### src/hdl/fifo_flag_pkg.sv
package fifo_flag_pkg;
  localparam int          DATA_W          = 18;
  localparam int          BYTE_W          = 9;
  localparam int          PTR_W           = 14;
  localparam int          OFF_W           = 13;
  localparam int          SHIFT_W         = 2 * OFF_W;
  localparam int          BUF_ENTRIES     = 2;
  localparam logic [13:0] DEPTH_WORDS     = 14'h0800;
  localparam logic [13:0] DEPTH_BYTES     = 14'h1000;
  localparam logic [12:0] FULL_OFFSET_RST = 13'h007f;
  localparam logic [12:0] EMPTY_OFFSET_RST = 13'h007f;
  localparam logic        ALMOST_FULL_RST = 1'b1;
  localparam logic        ALMOST_EMPTY_RST = 1'b0;
  localparam logic        HALF_FULL_RST   = 1'b1;
  localparam logic [1:0]  BUF_COUNT_FULL  = 2'h2;
endpackage

### src/hdl/fifo_status_flags_and_echo.sv
`timescale 1ns/100ps
// Operation
// Almost-full low at full-offset threshold
// Standard mode: low after depth minus offset writes
// Depth counts bytes only when both ports byte-wide
// Fall-through mode: one more write needed
// Async almost-full: set on write, clear on read
// Sync almost-full changes on write edges only
// Retransmit compares write pointer to mark
// Standard almost-empty low at offset or fewer
// Fall-through almost-empty low at offset plus one
// Async almost-empty: set on read, clear on write
// Sync almost-empty changes on read edges only
// Half-full low on write passing half depth
// Half-full high on read reaching half depth
// Standard half-full after half depth plus one
// Fall-through half-full one write later
// Half-full updated from both sides, asynchronous
// Echo read clock follows read clock always
// Echo strobe low for each real read
// Serial offset bits shift while load enabled
// Byte-wide output uses lower nine bits only
// Timing select latched in master reset
// Pointers cross sides Gray-coded, two stages
// Offsets reset-loaded, used as thresholds directly
module fifo_status_flags_and_echo
  import fifo_flag_pkg::*;
(
  input  wire logic                              clk,
  input  wire logic                              sys_rst,
  input  wire logic                              master_reset_n,
  input  wire logic                              partial_reset_n,
  input  wire logic                              flag_timing_select,
  input  wire logic                              first_word_fall_through,
  input  wire logic                              input_is_byte,
  input  wire logic                              output_is_byte,
  input  wire logic                              write_clock,
  input  wire logic                              write_enable,
  input  wire logic                              read_clock,
  input  wire logic                              read_enable_n,
  input  wire logic                              read_chip_select_n,
  input  wire logic                              retransmit_active,
  input  wire logic [fifo_flag_pkg::PTR_W-1:0]   mark_pointer,
  input  wire logic [fifo_flag_pkg::DATA_W-1:0]  read_word,
  input  wire logic                              serial_clock,
  input  wire logic                              serial_load_enable_n,
  input  wire logic                              serial_in,
  input  wire logic                              data_ready,
  output logic      [fifo_flag_pkg::PTR_W-1:0]   write_address,
  output logic      [fifo_flag_pkg::PTR_W-1:0]   read_address,
  output logic      [fifo_flag_pkg::DATA_W-1:0]  data_out,
  output logic                                   data_valid,
  output logic                                   almost_full_n,
  output logic                                   almost_empty_n,
  output logic                                   half_full_n,
  output logic                                   read_clock_echo,
  output logic                                   read_strobe_echo_n
);
  import fifo_flag_pkg::*;

  function automatic logic [PTR_W-1:0] bin2gray(input logic [PTR_W-1:0] b);
    return b ^ (b >> 1);
  endfunction

  function automatic logic [PTR_W-1:0] gray2bin(input logic [PTR_W-1:0] g);
    logic [PTR_W-1:0] b;
    b[PTR_W-1] = g[PTR_W-1];
    for (int i = PTR_W - 2; i >= 0; i--) begin
      b[i] = b[i+1] ^ g[i];
    end
    return b;
  endfunction

  logic              wclk_q, rclk_q, sclk_q;
  logic              timing_sync_q, first_word_fall_through_q, in_byte_q, out_byte_q;
  logic [OFF_W-1:0]  full_off_q, empty_off_q;
  logic [PTR_W-1:0]  wr_ptr_q, rd_ptr_q, wr_ptr_d, rd_ptr_d;
  logic [PTR_W-1:0]  wr_gray_q, wr_sync1_q, wr_sync2_q;
  logic [PTR_W-1:0]  rd_gray_q, rd_sync1_q, rd_sync2_q;
  logic [DATA_W-1:0] buf_q [BUF_ENTRIES];
  logic              buf_wr_idx_q, buf_rd_idx_q;
  logic [1:0]        buf_cnt_q;

  wire wr_edge     = write_clock & ~wclk_q;
  wire rd_edge     = read_clock & ~rclk_q;
  wire serial_edge = serial_clock & ~sclk_q;
  wire any_reset   = ~master_reset_n | ~partial_reset_n;

  // Byte counting only when both sides are byte-wide
  wire [PTR_W-1:0] depth_units = (in_byte_q & out_byte_q) ? DEPTH_BYTES : DEPTH_WORDS;
  wire [PTR_W-1:0] first_word_fall_through_add    = {{(PTR_W-1){1'b0}}, first_word_fall_through_q};
  wire [PTR_W-1:0] capacity    = depth_units + first_word_fall_through_add;
  wire [PTR_W-1:0] fill_now    = wr_ptr_q - rd_ptr_q;
  wire             buf_in_ready = buf_cnt_q != BUF_COUNT_FULL;
  wire             write_go = wr_edge & write_enable & (fill_now != capacity) & ~any_reset;
  // A full output buffer stalls the read rather than dropping a word
  wire             read_go  = rd_edge & ~read_enable_n & ~read_chip_select_n
                              & (fill_now != '0) & buf_in_ready & ~any_reset;
  wire             buf_pop  = data_valid & data_ready;

  assign wr_ptr_d = wr_ptr_q + {{(PTR_W-1){1'b0}}, write_go};
  assign rd_ptr_d = rd_ptr_q + {{(PTR_W-1){1'b0}}, read_go};

  // In sync mode each side sees the other's pointer two stages late
  wire [PTR_W-1:0] rd_view_w = gray2bin(rd_sync2_q);
  wire [PTR_W-1:0] wr_view_r = gray2bin(wr_sync2_q);
  wire [PTR_W-1:0] af_base_a = retransmit_active ? mark_pointer : rd_ptr_d;
  wire [PTR_W-1:0] af_base_s = retransmit_active ? mark_pointer : rd_view_w;
  wire [PTR_W-1:0] fill_d    = wr_ptr_d - rd_ptr_d;

  wire [PTR_W-1:0] af_thr = depth_units - {1'b0, full_off_q} + first_word_fall_through_add;
  wire [PTR_W-1:0] ae_thr = {1'b0, empty_off_q} + first_word_fall_through_add;
  wire [PTR_W-1:0] hf_thr = (depth_units >> 1) + first_word_fall_through_add;

  wire af_async_hit = (wr_ptr_d - af_base_a) >= af_thr;
  wire af_sync_hit  = (wr_ptr_d - af_base_s) >= af_thr;
  wire ae_async_hit = fill_d <= ae_thr;
  wire ae_sync_hit  = (wr_view_r - rd_ptr_d) <= ae_thr;
  wire hf_hit       = fill_d > hf_thr;

  wire [DATA_W-1:0] push_word = out_byte_q ? {{(DATA_W-BYTE_W){1'b0}}, read_word[BYTE_W-1:0]}
                                           : read_word;

  assign write_address = wr_ptr_q;
  assign read_address  = rd_ptr_q;
  assign data_valid    = buf_cnt_q != 2'h0;
  assign data_out      = buf_q[buf_rd_idx_q];

  always_ff @(posedge clk or posedge sys_rst) begin
    if (sys_rst) begin
      wclk_q <= 1'b0;
      rclk_q <= 1'b0;
      sclk_q <= 1'b0;
    end else begin
      wclk_q <= write_clock;
      rclk_q <= read_clock;
      sclk_q <= serial_clock;
    end
  end

  // Mode pins matter only while master reset is held
  always_ff @(posedge clk or posedge sys_rst) begin
    if (sys_rst) begin
      timing_sync_q <= 1'b0;
      first_word_fall_through_q        <= 1'b0;
      in_byte_q     <= 1'b0;
      out_byte_q    <= 1'b0;
    end else if (!master_reset_n) begin
      timing_sync_q <= flag_timing_select;
      first_word_fall_through_q        <= first_word_fall_through;
      in_byte_q     <= input_is_byte;
      out_byte_q    <= output_is_byte;
    end
  end

  // Serial chain: empty offset in the low half, first bit ends in its LSB
  always_ff @(posedge clk or posedge sys_rst) begin
    if (sys_rst) begin
      full_off_q  <= FULL_OFFSET_RST;
      empty_off_q <= EMPTY_OFFSET_RST;
    end else if (!master_reset_n) begin
      full_off_q  <= FULL_OFFSET_RST;
      empty_off_q <= EMPTY_OFFSET_RST;
    end else if (serial_edge && !serial_load_enable_n) begin
      {full_off_q, empty_off_q} <= {serial_in, full_off_q, empty_off_q[OFF_W-1:1]};
    end
  end

  always_ff @(posedge clk or posedge sys_rst) begin
    if (sys_rst) begin
      wr_ptr_q <= '0;
      rd_ptr_q <= '0;
    end else if (any_reset) begin
      wr_ptr_q <= '0;
      rd_ptr_q <= '0;
    end else begin
      wr_ptr_q <= wr_ptr_d;
      rd_ptr_q <= rd_ptr_d;
    end
  end

  always_ff @(posedge clk or posedge sys_rst) begin
    if (sys_rst) begin
      {wr_gray_q, wr_sync1_q, wr_sync2_q} <= '0;
      {rd_gray_q, rd_sync1_q, rd_sync2_q} <= '0;
    end else if (any_reset) begin
      {wr_gray_q, wr_sync1_q, wr_sync2_q} <= '0;
      {rd_gray_q, rd_sync1_q, rd_sync2_q} <= '0;
    end else begin
      wr_gray_q  <= bin2gray(wr_ptr_d);
      wr_sync1_q <= wr_gray_q;
      wr_sync2_q <= wr_sync1_q;
      rd_gray_q  <= bin2gray(rd_ptr_d);
      rd_sync1_q <= rd_gray_q;
      rd_sync2_q <= rd_sync1_q;
    end
  end

  // Async mode: each flag set by one side, released by the other
  always_ff @(posedge clk or posedge sys_rst) begin
    if (sys_rst) begin
      almost_full_n  <= ALMOST_FULL_RST;
      almost_empty_n <= ALMOST_EMPTY_RST;
      half_full_n    <= HALF_FULL_RST;
    end else if (any_reset) begin
      almost_full_n  <= ALMOST_FULL_RST;
      almost_empty_n <= ALMOST_EMPTY_RST;
      half_full_n    <= HALF_FULL_RST;
    end else begin
      if (timing_sync_q) begin
        if (wr_edge) almost_full_n <= ~af_sync_hit;
        if (rd_edge) almost_empty_n <= ~ae_sync_hit;
      end else begin
        if (wr_edge && af_async_hit) almost_full_n <= 1'b0;
        else if (rd_edge && !af_async_hit) almost_full_n <= 1'b1;
        if (rd_edge && ae_async_hit) almost_empty_n <= 1'b0;
        else if (wr_edge && !ae_async_hit) almost_empty_n <= 1'b1;
      end
      if (wr_edge && hf_hit) half_full_n <= 1'b0;
      else if (rd_edge && !hf_hit) half_full_n <= 1'b1;
    end
  end

  always_ff @(posedge clk or posedge sys_rst) begin
    if (sys_rst) begin
      read_clock_echo    <= 1'b0;
      read_strobe_echo_n <= 1'b1;
    end else begin
      read_clock_echo <= read_clock;
      if (any_reset) read_strobe_echo_n <= 1'b1;
      else if (rd_edge) read_strobe_echo_n <= ~read_go;
    end
  end

  // Two-entry output buffer; indexes wrap naturally at one bit
  always_ff @(posedge clk or posedge sys_rst) begin
    if (sys_rst) begin
      buf_wr_idx_q <= 1'b0;
      buf_rd_idx_q <= 1'b0;
      buf_cnt_q    <= 2'h0;
    end else if (any_reset) begin
      buf_wr_idx_q <= 1'b0;
      buf_rd_idx_q <= 1'b0;
      buf_cnt_q    <= 2'h0;
    end else begin
      if (read_go) buf_wr_idx_q <= ~buf_wr_idx_q;
      if (buf_pop) buf_rd_idx_q <= ~buf_rd_idx_q;
      buf_cnt_q <= buf_cnt_q + {1'b0, read_go} - {1'b0, buf_pop};
    end
  end

  always_ff @(posedge clk) begin
    if (read_go) buf_q[buf_wr_idx_q] <= push_word;
  end
endmodule // fifo_status_flags_and_echo

### config.mk
export PLATFORM = sky130hd
export DESIGN_NAME = fifo_status_flags_and_echo
export DESIGN_NICKNAME = d
export VERILOG_FILES = /design/src/hdl/fifo_flag_pkg.sv /design/src/hdl/fifo_status_flags_and_echo.sv
export SDC_FILE = /design/constraint.sdc
export NUM_CORES = 1
export LEC_CHECK = 0
export BUFFER_PORTS_ARGS = -buffer_cell sky130_fd_sc_hd__clkbuf_2
export CAP_MARGIN = 0
export CORE_ASPECT_RATIO = 0.75
export CORE_MARGIN = 1.5
export CORE_UTILIZATION = 37
export CTS_CLUSTER_SIZE = 12
export DETAILED_ROUTE_END_ITERATION = 16
export GPL_TIMING_DRIVEN = 0
export PLACE_DENSITY_LB_ADDON = 0.3
export SETUP_SLACK_MARGIN = 0.3
export SLEW_MARGIN = 5
export SYNTH_ARGS = -nofsm -noshare
export SYNTH_HDL_FRONTEND = slang
export SYNTH_SLANG_ARGS = --single-unit
### constraint.sdc
create_clock -name clk -period 17.2 [get_ports clk]
set_clock_uncertainty 0.2 [all_clocks]
set_input_delay 1.72 -clock clk [delete_from_list [all_inputs] [get_ports clk]]
set_output_delay 1.72 -clock clk [all_outputs]
set_load 0.03 [all_outputs]
==> flow_metrics.tcl, run 1 <==
set metrics [dict create \
    drive_above_1_share_pct 14.2 \
    async_flop_share_pct 80.7 \
    met1Wirelength_um 17100 \
    worstPathArrival_ns 9.58 \
    total_power_uw 960 \
    r2r_start "read_address[1]$_DFF_PP0_" \
    final_common_cell "ha_1" \
    area_growth_pct 13.4 \
    cp_max_fo 7 \
    antenna_left 0 \
    core_region_area_sq_um 33500 \
    fin_cells 1875 \
    rows 58 \
    hold_class "reg2reg" \
    finalSetupTns_ns 0 \
    place_inst 1843 \
    cts_hold_buf 0 \
    port_buffers 100 \
    end_kind "flip-flop" \
    syn_area_sq_um 12500 \
    dieArea_sq_um 35000 \
    holdPathEnd "wr_sync2_q[2]$_DFF_PP0_" \
    antenna_cells 0 \
    synth_seq_cells 187 \
    synth-edff-count 36 \
    max_freq_ghz 0.106 \
    numClockSinks 187 \
    clk_pin_slew_ns 0.07 \
    leakagePower_nw 6.94 \
    wirelength_um 34900 \
    placed_area_sq_um 13700 \
    first_pass_iters 6 \
    numCtsBuffers 17 \
    wl_met3_um 2650 \
    global_route.overflow_total 0 \
    wl_met2_um 14700 \
    finalCritPeriodShare_pct 54.7 \
    status "finished, final reports clean" \
    power.density_nw_per_um2 67.5 \
    drtIter0Drc 788 \
    via_per_inst 5.27 \
    pin_count 102 \
    reg2reg_slack_ns 7.78 \
    design_area_sq_um 14200 \
    syn-num-nets 1483 \
    worstHoldStart "wr_sync1_q[2]$_DFF_PP0_" \
    syn_inst 1291 \
    die_w_um 216 \
    clkLatencyLatePin_ns 0.45 \
    cts-root-buf "clkbuf_16" \
    grtUsageTotal_pct 20.2 \
    nNetsFinal 1604 \
    report.final.slew_viol_count 0 \
    worstPathRequired_ns 17.36 \
    crit_top_cell "ha_1" \
    ys_warn_count 0 \
    hold_viol 0 \
    worst-setup-path-type "reg2reg" \
    ctsResizeCount 0 \
    gp_congestion 0.909 \
    die_y_um 162 \
    syn_avg_cell_area_sq_um 9.72 \
    layout_common_cells "ha_1, dfrtp_1, nor2_1, nand2_1, clkbuf_2" \
    worstReg2RegEnd "half_full_n$_DFFE_PP1P_" \
    cts_max_level 4 \
    first_global_vias 9266 \
    peakVddDrop_mv 0.0533 \
    setup_violations 0 \
    cts_buffer_depth 2 \
    tightest_slew_ns 1.28 \
    slowest_stage "a2111oi_0" \
    hpwl_um 27600 \
    grt_pass1_wl_um 53700 \
    worst_path_largest_cell_delay_ns 0.92 \
    ys_seq_area_share_pct 38.9 \
    start_util_pct 37.5 \
    holdPathStages 1 \
    grt_setup_unrepaired "no" \
    r2r.worst_path.cells 32 \
    top_layer_used "met4" \
    detail_route.drc_violations 0 \
    fin_crit_ns 9.42 \
    yosys.cell_types.count 64 \
    start_kind "flip-flop" \
    antenna_found_initial 0 \
    cts_setup_buffers 0 \
    grt_max_degree 88 \
    hold-worst-slack_ns 0.289 \
    max-slew-margin-rel_pct 13.9 \
    cts_tree "done" \
    drv_cap 0 \
    dr_total_vias 9888 \
    post_drt_wl_per_cell_um 18.6 \
    ys.flop_type "dfrtp_1" \
]
[per-layer routing]
layer	up-vias	track usage, %
met5	-	0
met4	0	4.51
met3	34	5.06
met2	270	29.4
met1	4843	30.0
li1	4741	-
[synthesized netlist by cell type, types with 3 or more instances]
| library cell | number | area share [%] |
|---|---|---|
| o21bai_1 | 6 | 0.36 |
| nor4_1 | 10 | 0.50 |
| mux2_2 | 22 | 2.0 |
| xnor2_1 | 91 | 6.4 |
| xor2_2 | 8 | 1.0 |
| a21o_1 | 21 | 1.3 |
| edfxtp_1 | 36 | 8.6 |
| or3_1 | 4 | 0.20 |
| and2_1 | 6 | 0.30 |
| o21ai_0 | 54 | 2.2 |
| nor2_1 | 123 | 3.7 |
| or4_1 | 5 | 0.30 |
| o31ai_1 | 3 | 0.18 |
| fa_1 | 5 | 0.80 |
| nand4_1 | 16 | 0.80 |
| o221ai_1 | 3 | 0.21 |
| nand2_1 | 103 | 3.1 |
| ha_1 | 137 | 14 |
| a211oi_1 | 7 | 0.42 |
| nor3_1 | 29 | 1.2 |
| nor2b_1 | 26 | 1.3 |
| and3_1 | 68 | 3.4 |
| or2_2 | 5 | 0.25 |
| a311oi_1 | 3 | 0.21 |
| mux2i_1 | 4 | 0.32 |
| nand3_1 | 36 | 1.4 |
| a31oi_1 | 6 | 0.30 |
| o211ai_1 | 4 | 0.24 |
| a21oi_1 | 41 | 1.6 |
| xnor2_2 | 5 | 0.65 |
| inv_1 | 81 | 2.4 |
| o41ai_1 | 5 | 0.35 |
| dfstp_2 | 17 | 3.6 |
| o21a_1 | 14 | 0.84 |
| clkbuf_1 | 35 | 1.0 |
| a21boi_0 | 19 | 1.1 |
| dfrtp_1 | 134 | 27 |
| nand2b_1 | 17 | 0.85 |
| xor2_1 | 47 | 3.3 |
[flip-flops by register name (all words and copies together) (netlist names), 2 cells and up]
signal / count
read_address: 13
buf_q: 36
wr_sync1_q: 14
empty_off_q: 13
rd_sync2_q: 14
full_off_q: 13
rd_sync1_q: 14
wr_gray_q: 14
buf_cnt_q: 2
write_address: 13
rd_gray_q: 14
wr_sync2_q: 14
[metrics by stage]
| step | setup slack, ns | utilization, % |
|---|---|---|
| CTS | 7.96 | 42.5 |
| floorplan | 9.79 | - |
| global route | 7.15 | 42.5 |
| detailed placement | 8.01 | 40.8 |
| finish | 7.78 | 42.5 |
| global placement | 8.30 | 40.7 |
[critical path, delay by kind of cell, from the launching register on]
family	cells	cell delay [ns]
xor gates and xnor gates	2	0.56
buffers and inverters	3	0.50
AOI/OAI and AO/OA	14	3.68
DFF	1	0.53
and+or+nand+nor	8	2.34
adders and majority gates	5	1.52
[how the worst max path moves through the flow]
stage / endpoint / cells past startpoint / from
floorplan: half_full_n$_DFFE_PP1P_ / 32 / read_address[1]$_DFF_PP0_
global placement: half_full_n$_DFFE_PP1P_ / 32 / read_address[1]$_DFF_PP0_
detailed placement: half_full_n$_DFFE_PP1P_ / 32 / read_address[1]$_DFF_PP0_
CTS: half_full_n$_DFFE_PP1P_ / 32 / read_address[1]$_DFF_PP0_
global route: half_full_n$_DFFE_PP1P_ / 32 / read_address[1]$_DFF_PP0_
finish: half_full_n$_DFFE_PP1P_ / 32 / read_address[1]$_DFF_PP0_
[power by group]
group / leakage (nW) / internal (mW) / switching, mW
Sequential: 2.36 / 0.456 / 0.00477
Combinational: 4.30 / 0.0444 / 0.0700
Clock: 0.281 / 0.198 / 0.187
[final cells by class]
type / instances / area (sq um)
plain buffers: 37 / 146
clock buffers: 20 / 458
clock inverters: 12 / 106
fillers: 3209 / 19200
inverters: 81 / 312
multi-input cells: 986 / 7220
flip-flops and latches: 187 / 4880
well taps: 450 / 563
repair buffers: 102 / 543
[logic make-up after synthesis]
family | after synthesis | share of synthesized area, %
adder cells (fa/ha/maj) | 142 | 14.5
AND/OR/NAND/NOR | 457 | 17.9
flip-flops | 187 | 38.9
multiplexers | 26 | 2.29
XOR/XNOR | 155 | 12.2
buffers and inverters | 118 | 3.59
AO/OA/AOI/OAI | 206 | 10.6
Note: power is estimated with default switching activity, not from simulation.
==> inputs of run 2 (changes only) <==
ABC_AREA = 1   (was not set)
clock period = 8.7 ns   (was 17.2 ns; I/O delays follow)
==> run 2 against run 1 <==
  * Clock power grew 110%
  * Critical endpoint unchanged
  * Worst setup slack got worse by 6.9 ns
  * Die area up 1.0%
  * Largest power group unchanged
  * First-iteration DRC count grew 0.13%
  * Sequential cell count unchanged
  * Highest routed layer unchanged
  * Worst hold slack worse by 0.088 ns
  * Total power grew 100%
  * Clock-buffer cell count down 2
==> flow_metrics.tcl, run 2 <==
set metrics [dict create \
    max_freq_ghz 0.128 \
    end_kind "flip-flop" \
    slowest_stage "xor2_1" \
    worst_path_largest_cell_delay_ns 0.79 \
    start_kind "flip-flop" \
    worstPathRequired_ns 8.89 \
    clk_pin_slew_ns 0.08 \
    synth_compound_area_share_pct 11.9 \
    drtIter0Drc 789 \
    cp_max_fo 6 \
    core_region_area_sq_um 33600 \
    cts_buffer_depth 2 \
    fillCellCount 3357 \
    grt_setup_unrepaired "no" \
    antenna_found_initial 0 \
    synth_seq_cells 187 \
    numClockSinks 187 \
    port_buffers 100 \
    grt_pass1_wl_um 55500 \
    rows 58 \
    cts-root-buf "clkbuf_16" \
    synth.area.top_cells "dfrtp_1, ha_1, edfxtp_1, inv_1, nand2_1" \
    grtUsageTotal_pct 20.8 \
    numCtsBuffers 17 \
    wirelength_um 35700 \
    first_global_vias 10104 \
    peakVddDrop_mv 0.120 \
    pin_count 102 \
    hold_class "in2async" \
    syn_area_sq_um 12700 \
    crit_family "compound AO/OA/AOI/OAI gates" \
    yosys.area_share.simple_pct 19.1 \
    largest-register "buf_q" \
    multi_input_area_sq_um 6670 \
    finalCritPeriodShare_pct 90.1 \
    antenna_left 0 \
    tightest_slew_ns 1.18 \
    yosysTopAreaCellShare_pct 26.5 \
    start_util_pct 37.7 \
    hold_viol 0 \
    first_pass_iters 5 \
    final_common_cell "inv_1" \
    crit_top_cell "a21oi_1" \
    post_drt_wl_per_cell_um 16.6 \
    drv_cap 0 \
    hpwl_um 28700 \
    synth-edff-count 36 \
    yosys.cell_types.count 55 \
    die_y_um 163 \
    netlist_top_cells_count "inv_1, nand2_1, nor2_1, ha_1, dfrtp_1" \
    area_growth_pct 13.8 \
    finalSetupTns_ns 0 \
    cts_tree "done" \
    syn_inst 1556 \
    grt_max_degree 101 \
    synth_top_area_cell "dfrtp_1" \
    drive_above_1_share_pct 12.0 \
    max-slew-margin-rel_pct 20.4 \
    worstPathArrival_ns 8.03 \
    total_power_mw 1.93 \
    ys.flop_type "dfrtp_1" \
    leakagePower_nw 7.36 \
    via_per_inst 4.97 \
    clkLatencyLatePin_ns 0.47 \
    synth-adder-area-share_pct 14.3 \
    setup_violations 0 \
    syn-num-nets 1748 \
    cts_max_level 4 \
    worst-setup-path-type "reg2reg" \
    gp_congestion 0.919 \
    dieArea_sq_um 35400 \
    nNetsFinal 1870 \
    seqCellArea_sq_um 4880 \
    muxShareOfSynthArea_pct 0.0790 \
    power.density_nw_per_um2 134 \
    path_buf_inv 1 \
    largest_register_ffs 36 \
    detail_route.drc_violations 0 \
    ys_seq_area_share_pct 38.5 \
    dr_total_vias 10650 \
    global_route.overflow_total 0 \
    die_w_um 217 \
    status "finished, final reports clean" \
    fin_crit_ns 7.84 \
    async_flop_share_pct 80.7 \
    report.final.slew_viol_count 0 \
    synth_top_family_by_area "simple AND/OR/NAND/NOR gates" \
    layout_common_cells "inv_1, nand2_1, nor2_1, ha_1, dfrtp_1" \
    synthMostInstantiatedCell "inv_1" \
    synth_xor_area_share_pct 7.04 \
    syn_avg_cell_area_sq_um 8.14 \
    ys_warn_count 0 \
]
-- run 2: cell count changes in the layout (fill, tap and decap cells not counted), sizes merged, moves of 15 or more --
cell | previous run | this run
and3 | 68 | 1
a21o | 21 | 1
nand3 | 36 | 85
a21oi | 41 | 108
a21boi | 19 | 4
nor2 | 123 | 156
o21ai | 56 | 86
inv | 86 | 281
nand2 | 103 | 260
xnor2 | 98 | 29
nor2b | 26 | 0
mux2 | 22 | 0
xor2 | 56 | 72
nand2b | 17 | 0
-- run 2: cells by family after synthesis --
family,count (synthesis)
multiplexers,1
flip-flops,187
AND/OR/NAND/NOR,557
adder cells (fa/ha/maj),142
AO/OA/AOI/OAI,264
buffers and inverters,304
XOR/XNOR,101
-- run 2: path summary, 6_finish.rpt --
path,startpoint,endpoint,slack (ns),cells after the start
max,read_address[0]$_DFF_PP0_,half_full_n$_DFFE_PP1P_,0.86,34
min reg2reg,rd_sync1_q[2]$_DFF_PP0_,rd_sync2_q[2]$_DFF_PP0_,0.27,2
max reg2reg,read_address[0]$_DFF_PP0_,half_full_n$_DFFE_PP1P_,0.86,34
max in group asynchronous,sys_rst,empty_off_q[0]$_DFFE_PP1P_,7.25,3
min,sys_rst,read_address[9]$_DFF_PP0_,0.20,2
min in group clk,rd_sync1_q[2]$_DFF_PP0_,rd_sync2_q[2]$_DFF_PP0_,0.27,2
-- run 2: repair_timing --
| action | 4_1_cts | 5_1_grt |
|---|---|---|
| hold buffers | 0 | 0 |
| endpoints found under the setup margin | 0 | 2 |
| resized for setup | 0 | 4 |
| buffers inserted | 0 | 0 |
-- run 2: worst register-to-register path: cells and delay by family, from the launching register on --
family          cells  cell delay [ns]
simple gates        8             0.98
compound gates     16             2.97
buf+inv             1             0.07
fa+ha+maj           6             1.78
xor+xnor            3             1.32
flops               1             0.46
-- run 2: cell type report --
class                   count  share of cell area [%]
inverters                 276                    7.24
clock buffers              18                    2.98
plain buffers              28                   0.781
flip-flops and latches    187                    33.9
diodes                      1                  0.0174
clock inverters            14                    1.08
multi-input cells        1065                    46.3
repair buffers            103                    3.87
well taps                 450                    3.91
-- run 2: stage by stage --
step | utilization, % | area, sq um | cells | setup slack (ns) | hold slack [ns]
CTS | 42.8 | 14400 | 2141 | 0.835 | 0.212
finish | 42.9 | 14400 | 2142 | 0.861 | 0.201
global route | 42.9 | 14400 | 2141 | 0.345 | 0.227
floorplan | - | 12700 | 1556 | 2.16 | 0.248
global placement | 40.9 | 13700 | 2106 | 0.919 | 0.252
detailed placement | 41.1 | 13800 | 2109 | 0.904 | 0.256
-- run 2: report_power, final --
part	leakage (nW)	internal [mW]	switching, mW
clock	0.286	0.408	0.394
sequential	2.36	0.904	0.00842
combinational	4.71	0.0771	0.142
total	7.36	1.39	0.544
-- run 2: routing by layer --
layer  up-vias  GRT usage, %  part of all wire (%)  wire length (um)
met5         -             0                     0                 0
met3        25          5.23                   7.4              2620
met1      5019          30.4                    49             17600
met2       295          30.8                    42             15100
met4         0          4.20                  0.95               340
li1       5311             -                     -                 -
